$ cat src/iwdg_pkg.sv
// Constants for the independent watchdog register block
package iwdg_pkg;

   // Register byte offsets
   localparam logic [3:0] IWDG_OFS_CMD    = 4'h0;
   localparam logic [3:0] IWDG_OFS_DIV    = 4'h4;
   localparam logic [3:0] IWDG_OFS_RELOAD = 4'h8;
   localparam logic [3:0] IWDG_OFS_STATUS = 4'hc;

   // Command word codes
   localparam logic [15:0] IWDG_KEY_UNLOCK  = 16'h5555;
   localparam logic [15:0] IWDG_KEY_REFRESH = 16'haaaa;
   localparam logic [15:0] IWDG_KEY_START   = 16'hcccc;

   // Field widths and positions
   localparam int          IWDG_DIV_W     = 3;
   localparam int          IWDG_CNT_W     = 12;
   localparam int          IWDG_PRE_W     = 8;
   localparam int          IWDG_ST_DIV    = 0;
   localparam int          IWDG_ST_RELOAD = 1;

   // Reset values
   localparam logic [2:0]  IWDG_DIV_RST    = 3'h0;
   localparam logic [11:0] IWDG_RELOAD_RST = 12'hfff;
   localparam logic [11:0] IWDG_CNT_ZERO   = 12'h000;
   localparam logic [31:0] IWDG_RD_ZERO    = 32'h0000_0000;

   // Divider codes: 000 is /4, each step doubles, 110 and 111 are /256
   localparam logic [2:0]  IWDG_DIV_MAX   = 3'h6;
   localparam logic [7:0]  IWDG_DIV_BASE  = 8'h03;

   // Byte lanes that carry the low halfword
   localparam logic [3:0]  IWDG_STRB_LO   = 4'h3;

   // Counter run states
   typedef enum logic [1:0] {
      IWDG_IDLE = 2'b01,
      IWDG_RUN  = 2'b10
   } iwdg_state_t;

endpackage

$ cat src/iwdg_regs.sv
// Independent watchdog: APB registers, update handshake and down counter
//
// Local design decision: register access over APB.
`timescale 1ns/1ps

module iwdg_regs
   import iwdg_pkg::*;
(
   // Clock and resets
   input  wire logic        clk,
   input  wire logic        resetn,
   input  wire logic        standby_resetn,
   // APB slave
   input  wire logic        psel,
   input  wire logic        penable,
   input  wire logic        pwrite,
   input  wire logic [3:0]  paddr,
   input  wire logic [31:0] pwdata,
   input  wire logic [3:0]  pstrb,
   output logic [31:0]      prdata,
   output logic             pready,
   output logic             pslverr,
   // Watchdog clock and option
   input  wire logic        lsi_clk_in,
   input  wire logic        hw_watchdog_opt,
   // Watchdog outputs
   output logic             wdg_reset_req,
   output logic             wdg_running
);

   // Divider code to prescale terminal count; ones fill up from the /4
   // mask so code 110 reaches all ones without a ninth bit
   function automatic logic [7:0] div_last(input logic [2:0] code);
      logic [2:0] c;
      c = (code > IWDG_DIV_MAX) ? IWDG_DIV_MAX : code;
      div_last = ~((~IWDG_DIV_BASE) << c);
   endfunction

   // Command word decode from a write of the low halfword
   function automatic logic is_key(input logic [31:0] d,
                                   input logic [15:0] key);
      is_key = (d[15:0] == key);
   endfunction

   // Bus decode
   logic setup_ph;
   logic acc_wr;
   logic lo_half;
   logic hit_cmd;
   logic hit_div;
   logic hit_reload;
   logic hit_status;
   logic mapped;

   // Register state
   logic                  unlocked_q;
   logic [IWDG_DIV_W-1:0] div_shadow_q;
   logic [IWDG_CNT_W-1:0] reload_shadow_q;
   logic                  div_pend_q;
   logic                  reload_pend_q;
   logic [31:0]           prdata_q;
   logic                  slverr_q;

   // Watchdog side state
   logic                  lsi_s1_q;
   logic                  lsi_s2_q;
   logic                  lsi_s3_q;
   logic                  lsi_tick;
   logic [IWDG_DIV_W-1:0] div_act_q;
   logic [IWDG_CNT_W-1:0] reload_act_q;
   logic [IWDG_PRE_W-1:0] pre_q;
   logic [IWDG_CNT_W-1:0] cnt_q;
   logic                  hw_opt_q;
   logic                  strap_done_q;
   logic                  wdg_rst_q;
   logic                  refresh_req_q;
   iwdg_state_t           state_q;
   logic                  any_rst;

   // Combined reset for registers that also clear in standby
   assign any_rst = !resetn || !standby_resetn;

   // Address decode; only the low nibble is routed here
   always_comb
   begin
      hit_cmd    = 1'b0;
      hit_div    = 1'b0;
      hit_reload = 1'b0;
      hit_status = 1'b0;
      if (paddr == IWDG_OFS_CMD)
         hit_cmd = 1'b1;
      else if (paddr == IWDG_OFS_DIV)
         hit_div = 1'b1;
      else if (paddr == IWDG_OFS_RELOAD)
         hit_reload = 1'b1;
      else if (paddr == IWDG_OFS_STATUS)
         hit_status = 1'b1;
   end

   assign mapped   = hit_cmd | hit_div | hit_reload | hit_status;
   assign setup_ph = psel && !penable;
   // Write commits at the access edge; no wait states
   assign acc_wr   = psel && penable && pwrite && mapped;
   // Low halfword or word writes both fill the low lanes
   assign lo_half  = ((pstrb & IWDG_STRB_LO) == IWDG_STRB_LO);
   assign pready   = 1'b1;
   assign pslverr  = slverr_q;
   assign prdata   = prdata_q;

   // Read data captured in setup so it stands from a flip-flop
   always_ff @(posedge clk)
   begin
      if (!resetn)
         prdata_q <= IWDG_RD_ZERO;
      else if (setup_ph && !pwrite)
      begin
         prdata_q <= IWDG_RD_ZERO; // Reserved bits read zero
         if (hit_cmd)
            prdata_q <= IWDG_RD_ZERO; // Write-only
         else if (hit_div)
            prdata_q[IWDG_DIV_W-1:0] <= div_shadow_q;
         else if (hit_reload)
            prdata_q[IWDG_CNT_W-1:0] <= reload_shadow_q;
         else if (hit_status)
         begin
            prdata_q[IWDG_ST_DIV]    <= div_pend_q;
            prdata_q[IWDG_ST_RELOAD] <= reload_pend_q;
         end
      end
   end

   // Error answer for unmapped addresses
   always_ff @(posedge clk)
   begin
      if (!resetn)
         slverr_q <= 1'b0;
      else if (setup_ph)
         slverr_q <= !mapped;
   end

   // Write protection latch driven by the command word
   always_ff @(posedge clk)
   begin
      if (any_rst)
         unlocked_q <= 1'b0;
      else if (acc_wr && hit_cmd && lo_half)
         unlocked_q <= is_key(pwdata, IWDG_KEY_UNLOCK);
   end

   // Refresh request; the counter side takes it on the next cycle
   always_ff @(posedge clk)
   begin
      if (any_rst)
         refresh_req_q <= 1'b0;
      else
         refresh_req_q <= acc_wr && hit_cmd && lo_half
                          && is_key(pwdata, IWDG_KEY_REFRESH);
   end

   // Divider select shadow: protected and refused while pending
   always_ff @(posedge clk)
   begin
      if (!resetn)
         div_shadow_q <= IWDG_DIV_RST;
      else if (acc_wr && hit_div && lo_half && unlocked_q
               && !div_pend_q)
         div_shadow_q <= pwdata[IWDG_DIV_W-1:0];
   end

   // Reload shadow; standby reset restores all ones too
   always_ff @(posedge clk)
   begin
      if (any_rst)
         reload_shadow_q <= IWDG_RELOAD_RST;
      else if (acc_wr && hit_reload && lo_half && unlocked_q
               && !reload_pend_q)
         reload_shadow_q <= pwdata[IWDG_CNT_W-1:0];
   end

   // Divider update flag: set by a taken write, cleared when the
   // watchdog side copies the value on its next tick. Writes are
   // refused while set, so a set never meets a clear.
   always_ff @(posedge clk)
   begin
      if (!resetn)
         div_pend_q <= 1'b0; // Held across standby
      else if (acc_wr && hit_div && lo_half && unlocked_q
               && !div_pend_q)
         div_pend_q <= 1'b1;
      else if (lsi_tick)
         div_pend_q <= 1'b0;
   end

   // Reload update flag, same handshake
   always_ff @(posedge clk)
   begin
      if (!resetn)
         reload_pend_q <= 1'b0;
      else if (acc_wr && hit_reload && lo_half && unlocked_q
               && !reload_pend_q)
         reload_pend_q <= 1'b1;
      else if (lsi_tick)
         reload_pend_q <= 1'b0;
   end

   // Low-speed clock pin: two-stage synchroniser, then edge detect
   always_ff @(posedge clk)
   begin
      if (!resetn)
      begin
         lsi_s1_q <= 1'b0;
         lsi_s2_q <= 1'b0;
         lsi_s3_q <= 1'b0;
      end
      else
      begin
         lsi_s1_q <= lsi_clk_in;
         lsi_s2_q <= lsi_s1_q;
         lsi_s3_q <= lsi_s2_q;
      end
   end

   // One-cycle enable per low-speed rising edge
   assign lsi_tick = lsi_s2_q && !lsi_s3_q;

   // Active copies on the watchdog side, loaded only on a tick
   always_ff @(posedge clk)
   begin
      if (!resetn)
         div_act_q <= IWDG_DIV_RST;
      else if (lsi_tick && div_pend_q)
         div_act_q <= div_shadow_q;
   end

   always_ff @(posedge clk)
   begin
      if (any_rst)
         reload_act_q <= IWDG_RELOAD_RST;
      else if (lsi_tick && reload_pend_q)
         reload_act_q <= reload_shadow_q;
   end

   // Hardware option strap caught once after reset release
   always_ff @(posedge clk)
   begin
      if (!resetn)
      begin
         hw_opt_q     <= 1'b0;
         strap_done_q <= 1'b0;
      end
      else if (!strap_done_q)
      begin
         hw_opt_q     <= hw_watchdog_opt;
         strap_done_q <= 1'b1;
      end
   end

   // Run state: once running only a reset stops it
   always_ff @(posedge clk)
   begin
      if (any_rst)
         state_q <= IWDG_IDLE;
      else
         case (state_q)
            IWDG_IDLE:
               if ((acc_wr && hit_cmd && lo_half
                    && is_key(pwdata, IWDG_KEY_START))
                   || hw_opt_q)
                  state_q <= IWDG_RUN;
            IWDG_RUN:
               state_q <= IWDG_RUN;
            default:
               state_q <= IWDG_IDLE;
         endcase
   end

   assign wdg_running = (state_q == IWDG_RUN);

   // Prescale counter; tracks the active divider code
   always_ff @(posedge clk)
   begin
      if (any_rst || !wdg_running || refresh_req_q)
         pre_q <= '0;
      else if (lsi_tick)
      begin
         if (pre_q >= div_last(div_act_q))
            pre_q <= '0;
         else
            pre_q <= pre_q + 8'h01;
      end
   end

   // Down counter: refresh wins over a count step
   always_ff @(posedge clk)
   begin
      if (any_rst)
         cnt_q <= IWDG_RELOAD_RST;
      else if (refresh_req_q)
         cnt_q <= reload_act_q;
      else if (wdg_running && lsi_tick
               && pre_q >= div_last(div_act_q)
               && cnt_q != IWDG_CNT_ZERO)
         cnt_q <= cnt_q - 12'h001;
   end

   // Reset request held from zero until the system resets us
   always_ff @(posedge clk)
   begin
      if (any_rst)
         wdg_rst_q <= 1'b0;
      else if (wdg_running && cnt_q == IWDG_CNT_ZERO)
         wdg_rst_q <= 1'b1;
   end

   assign wdg_reset_req = wdg_rst_q;

endmodule // iwdg_regs

$ cat config.mk
export PLATFORM = sky130hd
export DESIGN_NAME = iwdg_regs
export DESIGN_NICKNAME = d
export VERILOG_FILES = /design/src/iwdg_pkg.sv /design/src/iwdg_regs.sv
export SDC_FILE = /design/constraint.sdc
export NUM_CORES = 1
export LEC_CHECK = 0
export BUFFER_PORTS_ARGS = -buffer_cell sky130_fd_sc_hd__buf_2
export CAP_MARGIN = 30
export CORE_ASPECT_RATIO = 1.4
export CORE_MARGIN = 2
export CORE_UTILIZATION = 28
export CTS_CLUSTER_SIZE = 12
export DETAILED_ROUTE_END_ITERATION = 8
export SYNTH_ARGS = -nofsm -noshare
export SYNTH_HDL_FRONTEND = slang
export SYNTH_SLANG_ARGS = --single-unit
$ cat constraint.sdc
create_clock -name clk -period 2.91 [get_ports clk]
set_input_delay 0.582 -clock clk [delete_from_list [all_inputs] [get_ports clk]]
set_output_delay 0.582 -clock clk [all_outputs]
set_load 0.01 [all_outputs]
; ---- Word level (Yosys, flattened, before mapping)
; Index checks and enable logic that the tools add are counted.
[totals]
register_bits = 75
[classes]
muxes = 26
order_cmp = 2
n_reduce_logical = 43
n_addsub = 2
bitwise_logic = 4
n_eq_ne = 10
shift = 1
[op_table]
columns = operator, n
row1 = $mux W12, 3
row2 = $eq A16 B16 Y1 const B, 2
row3 = $logic_and A1 B1 Y1, 24
row4 = $eq A16 B15 Y1 const B, 1
row5 = $mux W1, 14
row6 = $logic_not A12 Y1, 1
row7 = $reduce_bool A12 Y1, 1
row8 = $sub A12 B1 Y12 const B, 1
row9 = $mux W10, 1
row10 = $logic_not A1 Y1, 9
row11 = $mux W9, 1
row12 = $add A8 B1 Y8 const B, 1
row13 = $eq A4 B4 Y1 const B, 2
row14 = $ge A8 B8 Y1, 1
row15 = $mux W8, 1
row16 = $not A8 Y8, 1
row17 = $shl A8 B3 Y8 const A, 1
row18 = $mux W2, 3
row19 = $mux W3, 2
row20 = $reduce_bool A2 Y1, 3
row21 = $eq A2 B2 Y1 const B, 2
row22 = $eq A4 B3 Y1 const B, 1
row23 = $logic_not A4 Y1, 1
row24 = $logic_or A1 B1 Y1, 4
row25 = 5 further kinds, 7

; ---- Longest topological paths before layout
[depth]
word_depth = 13
ltp_mapped = 7
ltp_nobuf = 7

; ---- Least setup slack after synthesis
; Ideal clock, no wire load.
[synth_path]
path_kind = reg2reg
startpoint = reg cnt_q[3]
endpoint = reg cnt_q[10]
period_less_slack_ps = 2279
path_buffers = 1
required_time_ps = 2788
setup_time_ps = 122
path_stages_with_launch = 6
setup_slack_ps = 631
arrival_time_ps = 2157
path_cell_list = dfxtp_1 or4_1 buf_2 or3_4 or4b_4 a311o_1
[synth_via]
elab_chain_cells = 3
word_cells_on_any_way = 6
[synth_lines]
columns = item, line_no
row1 = start: declaration, iwdg_regs.sv:72  ; logic [IWDG_CNT_W-1:0] cnt_q;
row2 = start signal: assignment, iwdg_regs.sv:299  ; cnt_q <= reload_act_q;
row3 = start signal: assignment, iwdg_regs.sv:303  ; cnt_q <= cnt_q - 12'h001;
row4 = $sub A12 B1 Y12 or $reduce_bool A12 Y1 (tied branches), "iwdg_regs.sv:303, iwdg_regs.sv:302"
row5 = $mux W12 or $logic_and A1 B1 Y1 (tied branches), "iwdg_regs.sv:300, iwdg_regs.sv:302"
row6 = $mux W12 or $reduce_bool A2 Y1 (tied branches), n/a
; Parallel ways exist; a longest one is shown, timed or not. The select of a mux whose other input is x is not followed.
; A chain may end at the register's enable or synchronous reset.

; ---- Worst setup path after layout
[layout_path]
startpoint = reg cnt_q[3]
endpoint = reg cnt_q[0]
[layout_via]
elab_chain_cells = 3
[layout_lines]
columns = item, line_no
row1 = $reduce_bool A12 Y1, iwdg_regs.sv:302  ; && cnt_q != IWDG_CNT_ZERO)
row2 = $logic_and A1 B1 Y1, iwdg_regs.sv:302
row3 = $reduce_bool A2 Y1 (no source line), n/a
; Every way passes these cells.

==> metrics.txt <==
clock latency on the worst-skew pair 0.34 ns; Hold-fix buffers, CTS 0; routed vias/inst 4.95; H-Tree Level Count 3; antenna-violating nets left 0; Post-Synth XOR/XNOR Area 0.0145; Post-Synth Simple-Gate Area 0.280; postcts setup bufs 0; Ant. Diodes 0; root buffer cell clkbuf_16; Pleak 1.78 nW; Final Slew Violations 0; sequential fraction of design power 0.425; routed via count 2978; Net Switching 0.521 mW; total negative slack 0 ns; Starting Density 0.285; clock sinks 75; CP Launch Type register; IO Pins 84; DR iter-0 viols 183; post-synth cell types 54; residual DRC count 0; Post-Synth Adder-Cell Area 0.0345; number of port buffers 44; vias in the first global route 2895; Setup violations, final 0; Sw Share 0.213; compound-cell area share of the yosys netlist 0.129; Pwr Density 572 nW/um^2; Peak VDD IR 448 uV; Max-Cap Viols 0; Post-synth EDFFs 0; cts repair resizes 0; GRT Util Overall 0.121; GR Util met3 0.0181; met1 usage 0.135; CTS tree built; routability cong. 0.773; full die area 13900 sq um; Tmin final 2.45 ns; part of the power in combinational logic 0.045; Worst Path Max Fanout 8; part of the Yosys area used for sequential elements 0.414; clock transition at the registers of the reported paths 0.06 ns; final worst-path cycle share 0.843; Highest Clock Rate 0.408 GHz; Detailed Route WL 8090 microns; initial antenna violation count 0; total gr overflow 0; Required @ worst endpoint 3.13 ns; total power 2.44 mW; Area Overhead vs Synth 17.5%; die width 100 microns; first-pass GRT wire length 13600 microns; Worst Hold Class reg2reg; critical path cell sequence or4_1 > nor4b_4 > nor3_1 > or4_1 > o311a_1; pin count of the biggest net entering global routing 27; routed length per instance 13.4 microns; asr flop ratio synth 0; pre-CTS WS 0.504 ns; largest family of logic cells by synthesized area simple AND/OR/NAND/NOR gates; # rows 49; GR met2 Demand/Resource 0.216; status finished, final reports clean; CP max stage cell or4_1; crit path DAT 2.67 ns; clock power share 0.530; Final Skew 0.00694 ns; ys flop type dfxtp_1; multiplexer share of the synthesized area 0.0534; final hold violation count 0; Core Region 12800 sq um; Yosys reg bits 75; most used routing layer met2; worst-case clock buffer depth 2; total CTS buffers 9; CP Class reg2reg; layout cells sized above 1 0.174; fillcell total 1345; hold_ws 0.437 ns; Crit. End Element register; slew of the pin with the lowest slew margin 0.696 ns; max incr delay on CP 0.66 ns; nets@finish 502; post-DP HPWL 6220 microns; RSZ-0062 raised after global routing no; die height 139 microns; final setup margin 0.456 ns; Post-Synthesis Cell Area 3630 sq um; YS warnings 0; syn_area_per_cell 8.94 sq um; Post-Syn Instances 406; Core Util, Final 0.335; internal power 1.92 mW; Slew HR 0.536; Pre-antenna DRT Iters 4; CP most frequent cell or4_1
## layer usage
metal | routed length [microns] | up-vias
li1 | - | 1487
met1 | 3360 | 1394
met2 | 4230 | 81
met3 | 279 | 16
met4 | 223 | 0
met5 | 0 | -
## worst max-delay path: cells and delay by family (launching register included)
family,cells,cell delay (ns)
and+or+nand+nor,4,1.87
DFF,1,0.34
AOI/OAI and AO/OA,1,0.14
## cells in the mapped netlist (3+ instances only)
cell      instances  area, sq um
a21oi_1           9         45.0
nor4bb_1          9         90.1
nor4_1            3         18.8
nand2b_1          5         31.3
mux2i_1          16          160
nand3_1          25          125
and2_1            8         50.1
nand4_1           3         18.8
or3_1             4         25.0
mux2_2            3         33.8
a2111o_1          5         56.3
clkbuf_1         17         63.8
xor2_1            4         35.0
and3_1            8         50.1
o211ai_1          3         22.5
a22oi_1          11         82.6
a21boi_0          5         37.5
nand2_1          60          225
nor2_1           18         67.6
o21ai_0           7         35.0
ha_1             10          125
buf_4            21          158
inv_1             8         30.0
dfxtp_1          75         1500
nor2b_1          16          100
nor3_1            8         40.0
o311a_1           7         70.1
## metrics by stage
step / instance area (sq um) / instances
2_1_floorplan: 3700 / 425
3_3_place_gp: 3920 / 586
3_5_place_dp: 3920 / 586
4_1_cts: 4270 / 602
5_1_grt: 4270 / 602
6_report: 4270 / 602
## path summary, 6_finish.rpt
kind | start | endpoint | slack [ns] | cells after the start
max reg2reg | cnt_q[3] | cnt_q[0] | 0.46 | 5
max | cnt_q[3] | cnt_q[0] | 0.46 | 5
min reg2reg | lsi_s1_q | lsi_s2_q | 0.44 | 1
min | lsi_s1_q | lsi_s2_q | 0.44 | 1
## power groups by stage
stage / combinational (mW) / clock, mW / sequential, mW
global placement: 0.109 / 0 / 1.06
floorplan: 0.0847 / 0 / 1.06
finish: 0.111 / 1.29 / 1.04
CTS: 0.111 / 1.32 / 1.04
global route: 0.123 / 1.36 / 1.04
detailed placement: 0.110 / 0 / 1.06
## cell usage in the layout (no fill, tap or decap), drive strengths merged, types with 2 or more instances in the layout
master	count
clkbuf	9
o211ai	3
or3b	2
a2111o	5
xor2	4
nor2	18
nor4b	3
o2111ai	2
a211oi	2
nor4	4
and3	8
conb	21
nand4	3
ha	10
nand2b	5
nand2	60
o21a	2
nor2b	16
and4	3
a22oi	11
or4	2
nor4bb	9
inv	9
o311a	7
a311o	2
nor3	8
xnor2	2
and2	8
clkinv	3
buf	49
a21boi	5
nand3	25
a311oi	2
o21ai	7
bufinv	3
or3	6
a21oi	9
dfxtp	75
mux2	3
mux2i	16
## logic make-up after synthesis
logic type | after synthesis
AOI/OAI and AO/OA | 61
DFF | 75
muxes | 19
buffers and inverters | 49
other | 2
adders and majority gates | 10
and+or+nand+nor | 184
xor gates and xnor gates | 6
## registers in the layout (all words and copies together), names as in the netlist
name,count
cnt_q,12
div_act_q,3
div_pend_q,1
div_shadow_q,3
hw_opt_q,1
lsi_s1_q,1
lsi_s2_q,1
lsi_s3_q,1
prdata,12
pre_q,8
pslverr,1
refresh_req_q,1
reload_act_q,12
reload_pend_q,1
reload_shadow_q,12
state_q,2
strap_done_q,1
unlocked_q,1
wdg_reset_req,1
## cell type report
type                            count  area, sq um  area share
Timing Repair Buffer               49          258      0.0604
Inverter                            8         30.0     0.00704
Clock buffer                        9          225      0.0528
Sequential cell                    75         1500       0.352
Tap cell                          153          191      0.0449
Clock inverter                      7          125      0.0293
Multi-Input combinational cell    301         1940       0.454
No activity file was read; power rests on OpenSTA's default activity.
